$ cat config.mk
export PLATFORM = sky130hd
export DESIGN_NAME = adcsc_top
export DESIGN_NICKNAME = d
export VERILOG_FILES = /design/src/common/adcsc_pkg.sv /design/src/adcsc_top.sv
export SDC_FILE = /design/constraint.sdc
export NUM_CORES = 1
export LEC_CHECK = 0
export BUFFER_PORTS_ARGS = -buffer_cell sky130_fd_sc_hd__buf_2
export CAP_MARGIN = 30
export CORE_MARGIN = 10
export CORE_UTILIZATION = 31
export DETAILED_ROUTE_END_ITERATION = 8
export PLACE_DENSITY = 0.53
export REMOVE_ABC_BUFFERS = 1
export SYNTH_ARGS = -nofsm -noshare
export SYNTH_HDL_FRONTEND = slang
export SYNTH_SLANG_ARGS = --single-unit
$ cat constraint.sdc
create_clock -name i_clk -period 17.3 [get_ports i_clk]
set_input_delay 0 -clock i_clk [delete_from_list [all_inputs] [get_ports i_clk]]
set_output_delay 0 -clock i_clk [all_outputs]
set_load 0.005 [all_outputs]
$ cat src/common/adcsc_pkg.sv
// Shared constants and types for the converter scan and compare configuration block
`default_nettype none
package adcsc_pkg;

    // ****************************************
    // Register byte offsets
    // ****************************************
    localparam logic [7:0] ADR_BGCFG = 8'h00;
    localparam logic [7:0] ADR_HIT = 8'h04;
    localparam logic [7:0] ADR_CSSH = 8'h08;
    localparam logic [7:0] ADR_CSSL = 8'h0C;
    localparam logic [7:0] ADR_CHGCON = 8'h10;
    localparam logic [7:0] ADR_CONV = 8'h14;
    localparam logic [7:0] ADR_IST = 8'h18;
    localparam logic [7:0] ADR_ICLR = 8'h1C;
    localparam logic [7:0] ADR_IEN = 8'h20;

    // ****************************************
    // Field positions
    // ****************************************
    localparam int BG_FULL_BIT = 0;
    localparam int BG_HALF_BIT = 1;
    localparam int CONV_DIV_LSB = 0;
    localparam int CONV_MODE_LSB = 8;
    localparam int CONV_SCAN_BIT = 15;
    localparam int IRQ_HIT_BIT = 0;
    localparam int IRQ_WRAP_BIT = 1;

    // ****************************************
    // Implemented bit masks
    // ****************************************
    localparam logic [15:0] MASK_BGCFG = 16'h0003;
    localparam logic [15:0] MASK_CH_BIG = 16'h1EFF;
    localparam logic [15:0] MASK_CH_SMALL = 16'h02FF;
    localparam logic [15:0] MASK_CSSH = 16'hF800;
    localparam logic [15:0] MASK_CSSL_BIG = 16'h7EFF;
    localparam logic [15:0] MASK_CSSL_SMALL = 16'h62FF;
    localparam logic [15:0] MASK_CONV = 16'h83FF;
    localparam logic [15:0] MASK_IRQ = 16'h0003;

    // ****************************************
    // Reset values
    // ****************************************
    localparam logic [15:0] RST_REG = 16'h0000;
    localparam logic [7:0] RST_CNT = 8'h00;

    // ****************************************
    // Types
    // ****************************************
    typedef enum logic [1:0] {
        CMP_LT = 2'b00,
        CMP_GT = 2'b01,
        CMP_IN = 2'b10,
        CMP_OUT = 2'b11
    } adcsc_mode_t;

    typedef enum logic [3:0] {
        BS_IDLE = 4'b0001,
        BS_WR = 4'b0010,
        BS_RDW = 4'b0100,
        BS_RDO = 4'b1000
    } adcsc_bus_t;

endpackage : adcsc_pkg

`default_nettype wire

$ cat src/adcsc_top.sv
// Scan select, compare hit, charge unit and reference enable registers with AHB-Lite access
//
// Added by the designer: the AHB-Lite interface to the registers and the address map.
`timescale 1ns/100ps
`default_nettype none

module adcsc_top
    import adcsc_pkg::*;
#(
    parameter bit SMALL_PKG = 1'b0
) (
    input wire logic i_clk,
    input wire logic i_rst_b,
    input wire logic i_hsel,
    input wire logic [31:0] i_haddr,
    input wire logic [1:0] i_htrans,
    input wire logic i_hwrite,
    input wire logic [2:0] i_hsize,
    input wire logic [31:0] i_hwdata,
    input wire logic i_hready,
    output logic o_hreadyout,
    output logic o_hresp,
    output logic [31:0] o_hrdata,
    input wire logic i_res_wr,
    input wire logic [3:0] i_res_ch,
    input wire logic i_match,
    input wire logic i_conv_done,
    input wire logic i_converting,
    output logic o_halfgap_ref_on,
    output logic o_gap_ref_on,
    output logic [4:0] o_scan_ch,
    output logic o_scan_valid,
    output logic o_charge_unit_on,
    output logic o_conv_clock_tick,
    output logic o_irq
);

    // ****************************************
    // Declarations
    // ****************************************
    localparam logic [15:0] MASK_CH = SMALL_PKG ? MASK_CH_SMALL : MASK_CH_BIG;
    localparam logic [15:0] MASK_CSSL = SMALL_PKG ? MASK_CSSL_SMALL : MASK_CSSL_BIG;

    adcsc_bus_t bus_st_reg;
    logic [7:0] addr_reg;
    logic take;
    logic wr_commit;
    logic [15:0] wdata;
    logic [15:0] rd_next;
    logic [15:0] bgcfg_reg;
    logic [15:0] hit_reg;
    logic [15:0] cssh_reg;
    logic [15:0] cssl_reg;
    logic [15:0] chgcon_reg;
    logic [15:0] conv_reg;
    logic [15:0] ist_reg;
    logic [15:0] ien_reg;
    logic [15:0] hit_set;
    logic [31:0] sel_all;
    logic [4:0] scan_nxt;
    logic [4:0] scan_first;
    logic scan_en;
    logic wrap_evt;
    logic [7:0] div;
    logic [7:0] clk_div_cnt_reg;
    adcsc_mode_t mode;

    assign take = i_hsel && i_htrans[1] && i_hready;
    assign wr_commit = (bus_st_reg == BS_WR);
    assign wdata = i_hwdata[15:0];
    assign mode = adcsc_mode_t'(conv_reg[CONV_MODE_LSB +: 2]);
    assign div = conv_reg[CONV_DIV_LSB +: 8];
    assign scan_en = conv_reg[CONV_SCAN_BIT];
    assign sel_all = {cssh_reg, cssl_reg};

    // ****************************************
    // Bus slave
    // ****************************************
    always_ff @(posedge i_clk) begin
        if (!i_rst_b) begin
            bus_st_reg <= BS_IDLE;
            addr_reg <= 8'h00;
        end else if (bus_st_reg == BS_RDW) begin
            bus_st_reg <= BS_RDO;
        end else if (take) begin
            bus_st_reg <= i_hwrite ? BS_WR : BS_RDW;
            addr_reg <= i_haddr[7:0];
        end else begin
            bus_st_reg <= BS_IDLE;
        end
    end

    always_comb begin
        unique case (addr_reg)
            ADR_BGCFG: rd_next = bgcfg_reg;
            ADR_HIT: rd_next = hit_reg;
            ADR_CSSH: rd_next = cssh_reg;
            ADR_CSSL: rd_next = cssl_reg;
            ADR_CHGCON: rd_next = chgcon_reg;
            ADR_CONV: rd_next = conv_reg;
            ADR_IST: rd_next = ist_reg;
            ADR_IEN: rd_next = ien_reg;
            default: rd_next = RST_REG;
        endcase
    end

    // One wait state on reads so a write just before is already visible
    always_ff @(posedge i_clk) begin
        if (!i_rst_b) begin
            o_hreadyout <= 1'b1;
            o_hrdata <= 32'h0000_0000;
        end else if (bus_st_reg == BS_RDW) begin
            o_hreadyout <= 1'b1;
            o_hrdata <= {16'h0000, rd_next};
        end else if (take && !i_hwrite) begin
            o_hreadyout <= 1'b0;
        end
    end

    always_ff @(posedge i_clk) begin
        o_hresp <= 1'b0;
    end

    // ****************************************
    // Configuration registers
    // ****************************************
    always_ff @(posedge i_clk) begin
        if (!i_rst_b) begin
            bgcfg_reg <= RST_REG;
            cssh_reg <= RST_REG;
            cssl_reg <= RST_REG;
            chgcon_reg <= RST_REG;
            conv_reg <= RST_REG;
            ien_reg <= RST_REG;
        end else if (wr_commit) begin
            unique case (addr_reg)
                ADR_BGCFG: bgcfg_reg <= wdata & MASK_BGCFG;
                ADR_CSSH: cssh_reg <= wdata & MASK_CSSH;
                ADR_CSSL: cssl_reg <= wdata & MASK_CSSL;
                ADR_CHGCON: chgcon_reg <= wdata & MASK_CH;
                ADR_CONV: conv_reg <= wdata & MASK_CONV;
                ADR_IEN: ien_reg <= wdata & MASK_IRQ;
                default: ;
            endcase
        end
    end

    always_ff @(posedge i_clk) begin
        if (!i_rst_b) begin
            o_halfgap_ref_on <= 1'b0;
            o_gap_ref_on <= 1'b0;
        end else begin
            o_halfgap_ref_on <= bgcfg_reg[BG_HALF_BIT];
            o_gap_ref_on <= bgcfg_reg[BG_FULL_BIT];
        end
    end

    // ****************************************
    // Compare hit flags
    // ****************************************
    for (genvar k = 0; k < 16; k++) begin : g_hit
        if (MASK_CH[k]) begin : g_on
            // Outside-window also flags any buffer write
            assign hit_set[k] = i_res_wr && (i_res_ch == 4'(k)) &&
                                (i_match || mode == CMP_OUT);
            always_ff @(posedge i_clk) begin
                if (!i_rst_b) begin
                    hit_reg[k] <= 1'b0;
                end else if (hit_set[k]) begin
                    hit_reg[k] <= 1'b1;
                end else if (wr_commit && addr_reg == ADR_HIT) begin
                    hit_reg[k] <= wdata[k];
                end
            end
        end else begin : g_off
            assign hit_set[k] = 1'b0;
            always_ff @(posedge i_clk) begin
                hit_reg[k] <= 1'b0;
            end
        end
    end

    // ****************************************
    // Scan sequencer
    // ****************************************
    function automatic logic [4:0] next_sel(input logic [31:0] sel, input logic [4:0] cur);
        logic [4:0] nx;
        logic [4:0] c;
        logic found;
        nx = cur;
        found = 1'b0;
        for (int n = 1; n <= 32; n++) begin
            c = cur + 5'(n);
            if (!found && sel[c]) begin
                nx = c;
                found = 1'b1;
            end
        end
        return nx;
    endfunction : next_sel

    assign scan_nxt = next_sel(sel_all, o_scan_ch);
    assign scan_first = next_sel(sel_all, 5'h1F);
    assign wrap_evt = scan_en && o_scan_valid && i_conv_done && (scan_nxt <= o_scan_ch);

    always_ff @(posedge i_clk) begin
        if (!i_rst_b) begin
            o_scan_ch <= 5'h00;
            o_scan_valid <= 1'b0;
        end else begin
            o_scan_valid <= |sel_all;
            if (!scan_en) begin
                o_scan_ch <= scan_first;
            end else if (i_conv_done) begin
                o_scan_ch <= scan_nxt;
            end
        end
    end

    always_ff @(posedge i_clk) begin
        if (!i_rst_b) begin
            o_charge_unit_on <= 1'b0;
        end else begin
            o_charge_unit_on <= i_converting && o_scan_valid && !o_scan_ch[4] &&
                                chgcon_reg[o_scan_ch[3:0]];
        end
    end

    // ****************************************
    // Conversion clock divider
    // ****************************************
    always_ff @(posedge i_clk) begin
        if (!i_rst_b) begin
            clk_div_cnt_reg <= RST_CNT;
            o_conv_clock_tick <= 1'b0;
        end else if (clk_div_cnt_reg >= div) begin
            clk_div_cnt_reg <= RST_CNT;
            o_conv_clock_tick <= 1'b1;
        end else begin
            clk_div_cnt_reg <= clk_div_cnt_reg + 8'h01;
            o_conv_clock_tick <= 1'b0;
        end
    end

    // ****************************************
    // Interrupts
    // ****************************************
    always_ff @(posedge i_clk) begin
        if (!i_rst_b) begin
            ist_reg <= RST_REG;
        end else begin
            // Event set wins over a clear in the same cycle
            ist_reg <= ((wr_commit && addr_reg == ADR_ICLR) ? (ist_reg & ~wdata) : ist_reg) |
                       ({14'h0000, wrap_evt, |hit_set} & MASK_IRQ);
        end
    end

    always_ff @(posedge i_clk) begin
        if (!i_rst_b) begin
            o_irq <= 1'b0;
        end else begin
            o_irq <= |(ist_reg & ien_reg);
        end
    end
endmodule : adcsc_top

`default_nettype wire

==> flow_metrics.py, run 1 <==
metrics = {
    "yosys": {
        "synthArstFlopShare_pct": 0,
        "synth-simple-area-share_pct": 23.9,
        "yosys.area.top_type": "dfxtp_1",
        "ys_ff_latch": 122,
        "yosysWarnings": 0,
        "synth_top_cell_area_share_pct": 22.3,
        "synth_xor_area_share_pct": 3.85,
        "synth_top_family_by_area": "compound AO/OA/AOI/OAI gates",
        "ys_top_cells_by_count": "nand2_1, dfxtp_1, a21oi_1, nor2_1",
        "ys.flop_type": "dfxtp_1",
        "seq_area_frac_synth_pct": 22.3,
        "yosysUniqueCellTypes": 108,
        "syn_area_mm2": 0.0110,
        "syn_inst": 1407,
        "synth_adder_area_share_pct": 3.08,
        "synthTopCellsByArea": "dfxtp_1, nand2_1, mux4_2",
        "synth_enable_flop_cells": 0,
        "synth_area_per_cell_um2": 7.79,
        "muxShareOfSynthArea_pct": 12.3,
        "synth_compound_area_share_pct": 28.0,
        "synth.most_common_cell": "nand2_1",
    },
    "worst_setup_path": {
        "cp_cell_sequence": "inv_1 > ha_1 > mux4_2 > mux2i_1 > nor3_1 > a311oi_1 > nand4_1 > nor2_1 > o211ai_1 > a211oi_1 > a21oi_1 > or3_1 > a21oi_2 > nor2_1 > ha_1 > nor2b_1 > o21ai_0 > nand2b_1 > a21oi_1 > nor2b_1 > o22ai_1 > nand4_1 > a21oi_1",
        "worstSetupStartpointType": "flop",
        "max_stage_delay_ns": 0.88,
        "cp.required_ns": 17.63,
        "crit_path_top_delay_cell": "ha_1",
        "worstSetupEndpointType": "flop",
        "reg2reg_depth": 23,
        "worstPathMaxFanout": 16,
        "critPathMostFrequentCell": "a21oi_1",
        "worstReg2RegStart": "o_scan_ch[1]$_SDFFE_PN0P_",
        "path_class": "flop to flop",
        "r2r-end": "ist_reg[1]$_SDFF_PN0_",
        "arrival_ns": 7.41,
        "r2r_slack_ns": 10.23,
    },
    "floorplan": {
        "initial_core_util_pct": 31.6,
        "die_h_um": 208,
        "dieArea_mm2": 0.0433,
        "die_w_um": 208,
        "ios": 127,
        "rows": 68,
        "core_area_mm2": 0.0347,
    },
    "timing": {
        "worst_pin_slew_ns": 0.977,
        "fmax_mhz": 141,
        "skew_ns": 0.00911,
        "max_slew_margin_pct": 34.9,
        "post-route-min-period_ns": 7.07,
        "setup_viol": 0,
        "setup_total_negative_slack_ns": 0,
        "layout_setup_ws_ns": 10.23,
        "rsz0062_at_grt": "false",
        "hold_viol": 0,
        "slew_violations": 0,
        "fin_crit_sh_pct": 40.9,
    },
    "cts": {
        "cts_sinks": 122,
        "clock-root-buffer": "clkbuf_16",
        "cts_tree": "done",
        "cts_resized": 0,
        "h-tree-depth": 4,
        "path_clk_slew_ns": 0.06,
        "insertion_delay_ns": 0.41,
        "cts_buffers": 17,
        "clock_path_buffers": 2,
    },
    "route": {
        "drc": 0,
        "antenna_left": 0,
        "avgRoutedWirePerCell_um": 21.8,
        "wl_um": 42000,
        "drt_first_pass_iters": 6,
        "avgViaCountPerCell": 5.95,
        "vias": 11400,
        "drt_iter0_markers": 1156,
    },
    "pwr": {
        "leakagePower_nw": 4.67,
        "irDropWorstVdd_mv": 0.0804,
        "powerDensity_mw_per_mm2": 79.8,
    },
    "placement": {
        "dp_hpwl_um": 31100,
        "gp_congestion": 0.977,
        "place_area_mm2": 0.0116,
        "place_ws_ns": 10.44,
        "port_buffers": 65,
    },
    "finish": {
        "final_layout_size_suffix_gt1_share_pct": 15.4,
        "num-nets-final": 1565,
        "fillCellCount": 3676,
        "n_antenna_cell": 0,
        "postLayoutCellArea_mm2": 0.0125,
        "area_growth_pct": 14.3,
    },
    "status": {
        "status": "finished, final reports clean",
    },
    "global_route": {
        "grt_usage_pct": 18.7,
        "grt_pass1_vias": 10900,
        "antenna_found_initial": 0,
        "grt_first_pass_wirelength_um": 65600,
        "grt_max_degree": 65,
        "grt-ovfl-total": 0,
    },
    "worst_hold_path": {
        "hp-class": "input port to flop",
        "min_to": "ist_reg[0]$_SDFF_PN0_",
        "hold_start": "i_res_wr",
        "min_path_cells": 5,
    },
    "run": {
        "cap_violations": 0,
    },
}
stage by stage:
stage / utilization (%) / cells / hold slack [ns] / power (mW)
after CTS: 36.1 / 1923 / 0.0395 / 0.995
after floorplan: - / 1306 / 0.0762 / 0.526
after global placement: 33.3 / 1856 / 0.192 / 0.640
after detailed placement: 33.3 / 1856 / 0.189 / 0.639
after global routing: 36.1 / 1923 / 0.171 / 1.04
final: 36.1 / 1923 / 0.0503 / 0.999
power by group:
part           total (mW)  leakage (nW)  internal [mW]  switching (mW)
clock               0.348         0.279          0.216           0.132
combinational       0.365          3.41          0.126           0.239
sequential          0.286         0.986          0.284         0.00229
worst max-delay path: cells and delay by family, from the launching register on:
family                   cells  cell delay, ns
buffers and inverters        1            0.10
AND/OR/NAND/NOR              9            1.86
multiplexers                 2            1.13
AO/OA/AOI/OAI                9            2.22
adder cells (fa/ha/maj)      2            1.18
flip-flops                   1            0.50
layout by cell type (no fill, tap or decap), types with 10 or more instances in the layout:
cell type	count
a21boi_0	24
xor2_1	10
inv_1	31
conb_1	17
buf_2	65
nand2b_1	17
o21ai_0	61
nor2b_1	28
nand4_1	14
and3_1	18
dlygate4sd3_1	36
a222oi_1	16
o2111ai_1	12
nand2_1	185
nor3_1	43
dfxtp_1	118
mux2_2	16
mux4_2	25
mux2i_1	53
a31oi_1	18
nand3_1	51
ha_1	27
a21oi_1	103
buf_4	30
and2_1	10
clkbuf_16	17
a21o_1	14
xnor2_1	27
a211oi_1	13
a22oi_1	23
o211ai_1	21
nor2_1	103
worst max-delay path by stage:
stage                              start                    end  slack, ns
2_1_floorplan  o_scan_ch[1]$_SDFFE_PN0P_  ist_reg[1]$_SDFF_PN0_      10.03
3_3_place_gp   o_scan_ch[1]$_SDFFE_PN0P_  ist_reg[1]$_SDFF_PN0_      10.43
3_5_place_dp   o_scan_ch[1]$_SDFFE_PN0P_  ist_reg[1]$_SDFF_PN0_      10.44
4_1_cts        o_scan_ch[1]$_SDFFE_PN0P_  ist_reg[1]$_SDFF_PN0_      10.42
5_1_grt        o_scan_ch[1]$_SDFFE_PN0P_  ist_reg[1]$_SDFF_PN0_       9.86
6_report       o_scan_ch[1]$_SDFFE_PN0P_  ist_reg[1]$_SDFF_PN0_      10.23
layout make-up:
cell class                      instances  area (um^2)  area share, %
Timing Repair Buffer                  131          911           7.28
Clock inverter                         13          145           1.16
Multi-Input combinational cell       1150         7880           62.9
Clock buffer                           18          439           3.51
Tap cell                              455          569           4.55
Sequential cell                       122         2450           19.6
Inverter                               34          128           1.02
cell families after synthesis:
family | after synthesis
other | 1
buffers and inverters | 151
flip-flops | 122
AO/OA/AOI/OAI | 433
adder cells (fa/ha/maj) | 27
multiplexers | 99
AND/OR/NAND/NOR | 531
XOR/XNOR | 43
what timing repair did:
action / 4_1_cts / 5_1_grt
endpoints found under the setup margin: 0 / 0
endpoints found under the hold margin: 87 / 0
hold buffers: 36 / 0
buffers inserted: 0 / 0
per-layer routing:
layer	global-route usage (%)	vias up	part of all wire, %
met1	24.2	5502	43
met4	7.32	0	3.7
met3	2.85	76	6.8
met2	30.5	498	47
met5	0	-	0
li1	-	5360	-
No activity file was read; power rests on OpenSTA's default activity.
==> run 2, diff against run 1 <==
- PLACE_DENSITY: 0.53 -> 0.54
- clock period: 17.3 -> 6.1 ns (I/O delays scaled with it)
==> run 2 against run 1 <==
  * Clock skew increased by 0.0044 ns
  * Non-clock buffer count increased by 77
  * Register-to-register slack got worse by 9.8 ns
  * Worst setup slack got worse by 9.8 ns
  * Sequential cell count unchanged
  * Cell count increased by 4.1%
  * Clock power increased to 2.8 times the previous value
  * Critical endpoint unchanged
==> flow_metrics.py, run 2 (synthesis results as in run 1) <==
metrics = {
    "timing": {
        "worst_pin_slew_ns": 0.986,
        "fin_crit_sh_pct": 93.4,
        "setup_total_negative_slack_ns": 0,
        "setup_viol": 0,
        "max_slew_margin_pct": 34.2,
        "rsz0062_at_grt": "false",
        "hold_viol": 0,
        "fmax_mhz": 176,
        "skew_ns": 0.0135,
        "slew_violations": 0,
        "post-route-min-period_ns": 5.70,
    },
    "finish": {
        "final_layout_size_suffix_gt1_share_pct": 20.1,
        "final_cell_mix": "nand2_1, dfxtp_1, buf_4",
        "post-route-util_pct": 37.7,
        "area_growth_pct": 19.6,
        "n_antenna_cell": 0,
        "num-nets-final": 1642,
        "final_common_cell": "nand2_1",
    },
    "cts": {
        "post_cts_buffers": 0,
        "cts_tree": "done",
        "path_clk_slew_ns": 0.06,
        "insertion_delay_ns": 0.42,
        "h-tree-depth": 4,
        "clock_path_buffers": 2,
        "cts_buffers": 17,
        "clock-root-buffer": "clkbuf_16",
        "cts_sinks": 122,
    },
    "floorplan": {
        "core_area_mm2": 0.0347,
        "initial_core_util_pct": 31.6,
        "dieArea_mm2": 0.0433,
        "die_h_um": 208,
        "die_w_um": 208,
        "ios": 127,
        "rows": 68,
    },
    "global_route": {
        "grt-ovfl-total": 0,
        "grt_first_pass_wirelength_um": 68400,
        "use_met1_pct": 25.2,
        "grt_usage_pct": 19.6,
        "antenna_found_initial": 0,
        "busiest_layer": "met2",
        "grtUsageMet2_pct": 32.3,
        "grt_use_met3_pct": 1.95,
        "grt_max_degree": 65,
        "grt_pass1_vias": 11400,
    },
    "status": {
        "status": "finished, final reports clean",
    },
    "route": {
        "drc": 0,
        "drt_iter0_markers": 1299,
        "vias": 11900,
        "drt_first_pass_iters": 7,
        "antenna_left": 0,
        "avgViaCountPerCell": 5.93,
        "avgRoutedWirePerCell_um": 22.2,
        "wl_um": 44400,
    },
    "pwr": {
        "powerDensity_mw_per_mm2": 224,
        "irDropWorstVdd_mv": 0.185,
        "leakagePower_nw": 5.04,
    },
    "worst_setup_path": {
        "max_stage_delay_ns": 0.65,
        "worstSetupStartpointType": "flop",
        "worstSetupEndpointType": "flop",
        "path_class": "flop to flop",
        "path_delay_family": "compound AO/OA/AOI/OAI gates",
        "crit_path_top_delay_cell": "a2111oi_1",
        "worstPathMaxFanout": 30,
        "arrival_ns": 6.04,
        "cp_cell_sequence": "buf_4 > ha_1 > xor2_2 > nor2_1 > a2111oi_1 > a311o_2 > nor4_4 > and3_1 > buf_4 > o211ai_1 > o311ai_0 > o21ai_1 > a41oi_1 > a221oi_2 > o211ai_1 > ha_1 > o21ai_0 > nand2b_1 > a21oi_1 > nor2b_1 > o22ai_1 > nand4_1 > a21oi_1",
        "crit_buf_inv": 2,
        "cp.required_ns": 6.44,
    },
    "run": {
        "cap_violations": 0,
    },
    "worst_hold_path": {
        "hp-class": "input port to flop",
    },
    "placement": {
        "port_buffers": 65,
        "dp_hpwl_um": 34100,
        "gp_congestion": 0.977,
    },
}
==> run 2: cell types whose count changed in the layout (fill, tap and decap cells not counted), sizes merged <==
| cell | previous run | this run |
|---|---|---|
| clkbuf | 18 | 17 |
| bufinv | 2 | 1 |
| dlygate4sd3 | 36 | 34 |
| clkinv | 5 | 4 |
| buf | 95 | 174 |
| inv | 37 | 40 |
| clkinvlp | 3 | 4 |
==> run 2: per-layer routing <==
metal	vias up	share of wire (%)
met5	-	0
met4	0	4.1
met3	92	5.9
met2	525	47
met1	5753	43
li1	5502	-
==> run 2: final cells by class <==
class	instances	area [um^2]
clock buffers	17	425
fillers	3616	21600
clock inverters	15	140
well taps	455	569
inverters	34	128
multi-input cells	1150	7890
repair buffers	208	1500
flip-flops and latches	122	2450
==> run 2: final timing paths <==
check | start | slack, ns | cells after the start | end
worst max-delay path | o_scan_ch[1]$_SDFFE_PN0P_ | 0.40 | 23 | ist_reg[1]$_SDFF_PN0_
worst min-delay path | i_res_ch[0] | 0.02 | 3 | hit_reg[3]$_SDFFE_PN0P_
worst max register to register | o_scan_ch[1]$_SDFFE_PN0P_ | 0.40 | 23 | ist_reg[1]$_SDFF_PN0_
worst min register to register | ist_reg[6]$_SDFFE_PN0P_ | 0.43 | 2 | ist_reg[6]$_SDFFE_PN0P_
==> run 2: per-stage QoR <==
step                      instance area [um^2]  setup WS, ns  hold slack, ns  total power, mW  std cells
final                                    13100         0.403          0.0194             2.93       2001
after global placement                   12200         0.479           0.189             1.94       1935
after floorplan                          10400         -1.17          0.0762             1.49       1306
after detailed placement                 12200         0.334           0.196             1.94       1935
after CTS                                13100         0.333         0.00303             2.91       2001
after global routing                     13100        0.0153          0.0572             3.06       2001
==> run 2: report_power, final <==
group | leakage (nW) | switching, mW | total (mW) | internal [mW]
Combinational | 3.78 | 0.709 | 1.15 | 0.444
Sequential | 0.986 | 0.00871 | 0.813 | 0.804
Clock | 0.267 | 0.396 | 0.962 | 0.567
Total | 5.04 | 1.11 | 2.93 | 1.81
==> run 2: timing repair <==
| action | CTS | global route |
|---|---|---|
| hold endpoints to repair | 88 | 0 |
| hold buffers | 34 | 0 |
| endpoints found under the setup margin | 0 | 1 |
| resized for setup | 0 | 6 |
==> run 2: worst min-delay path, delay by kind of cell <==
family	cells	cell delay (ns)
AOI/OAI and AO/OA	2	0.24
buffers and inverters	1	0.15
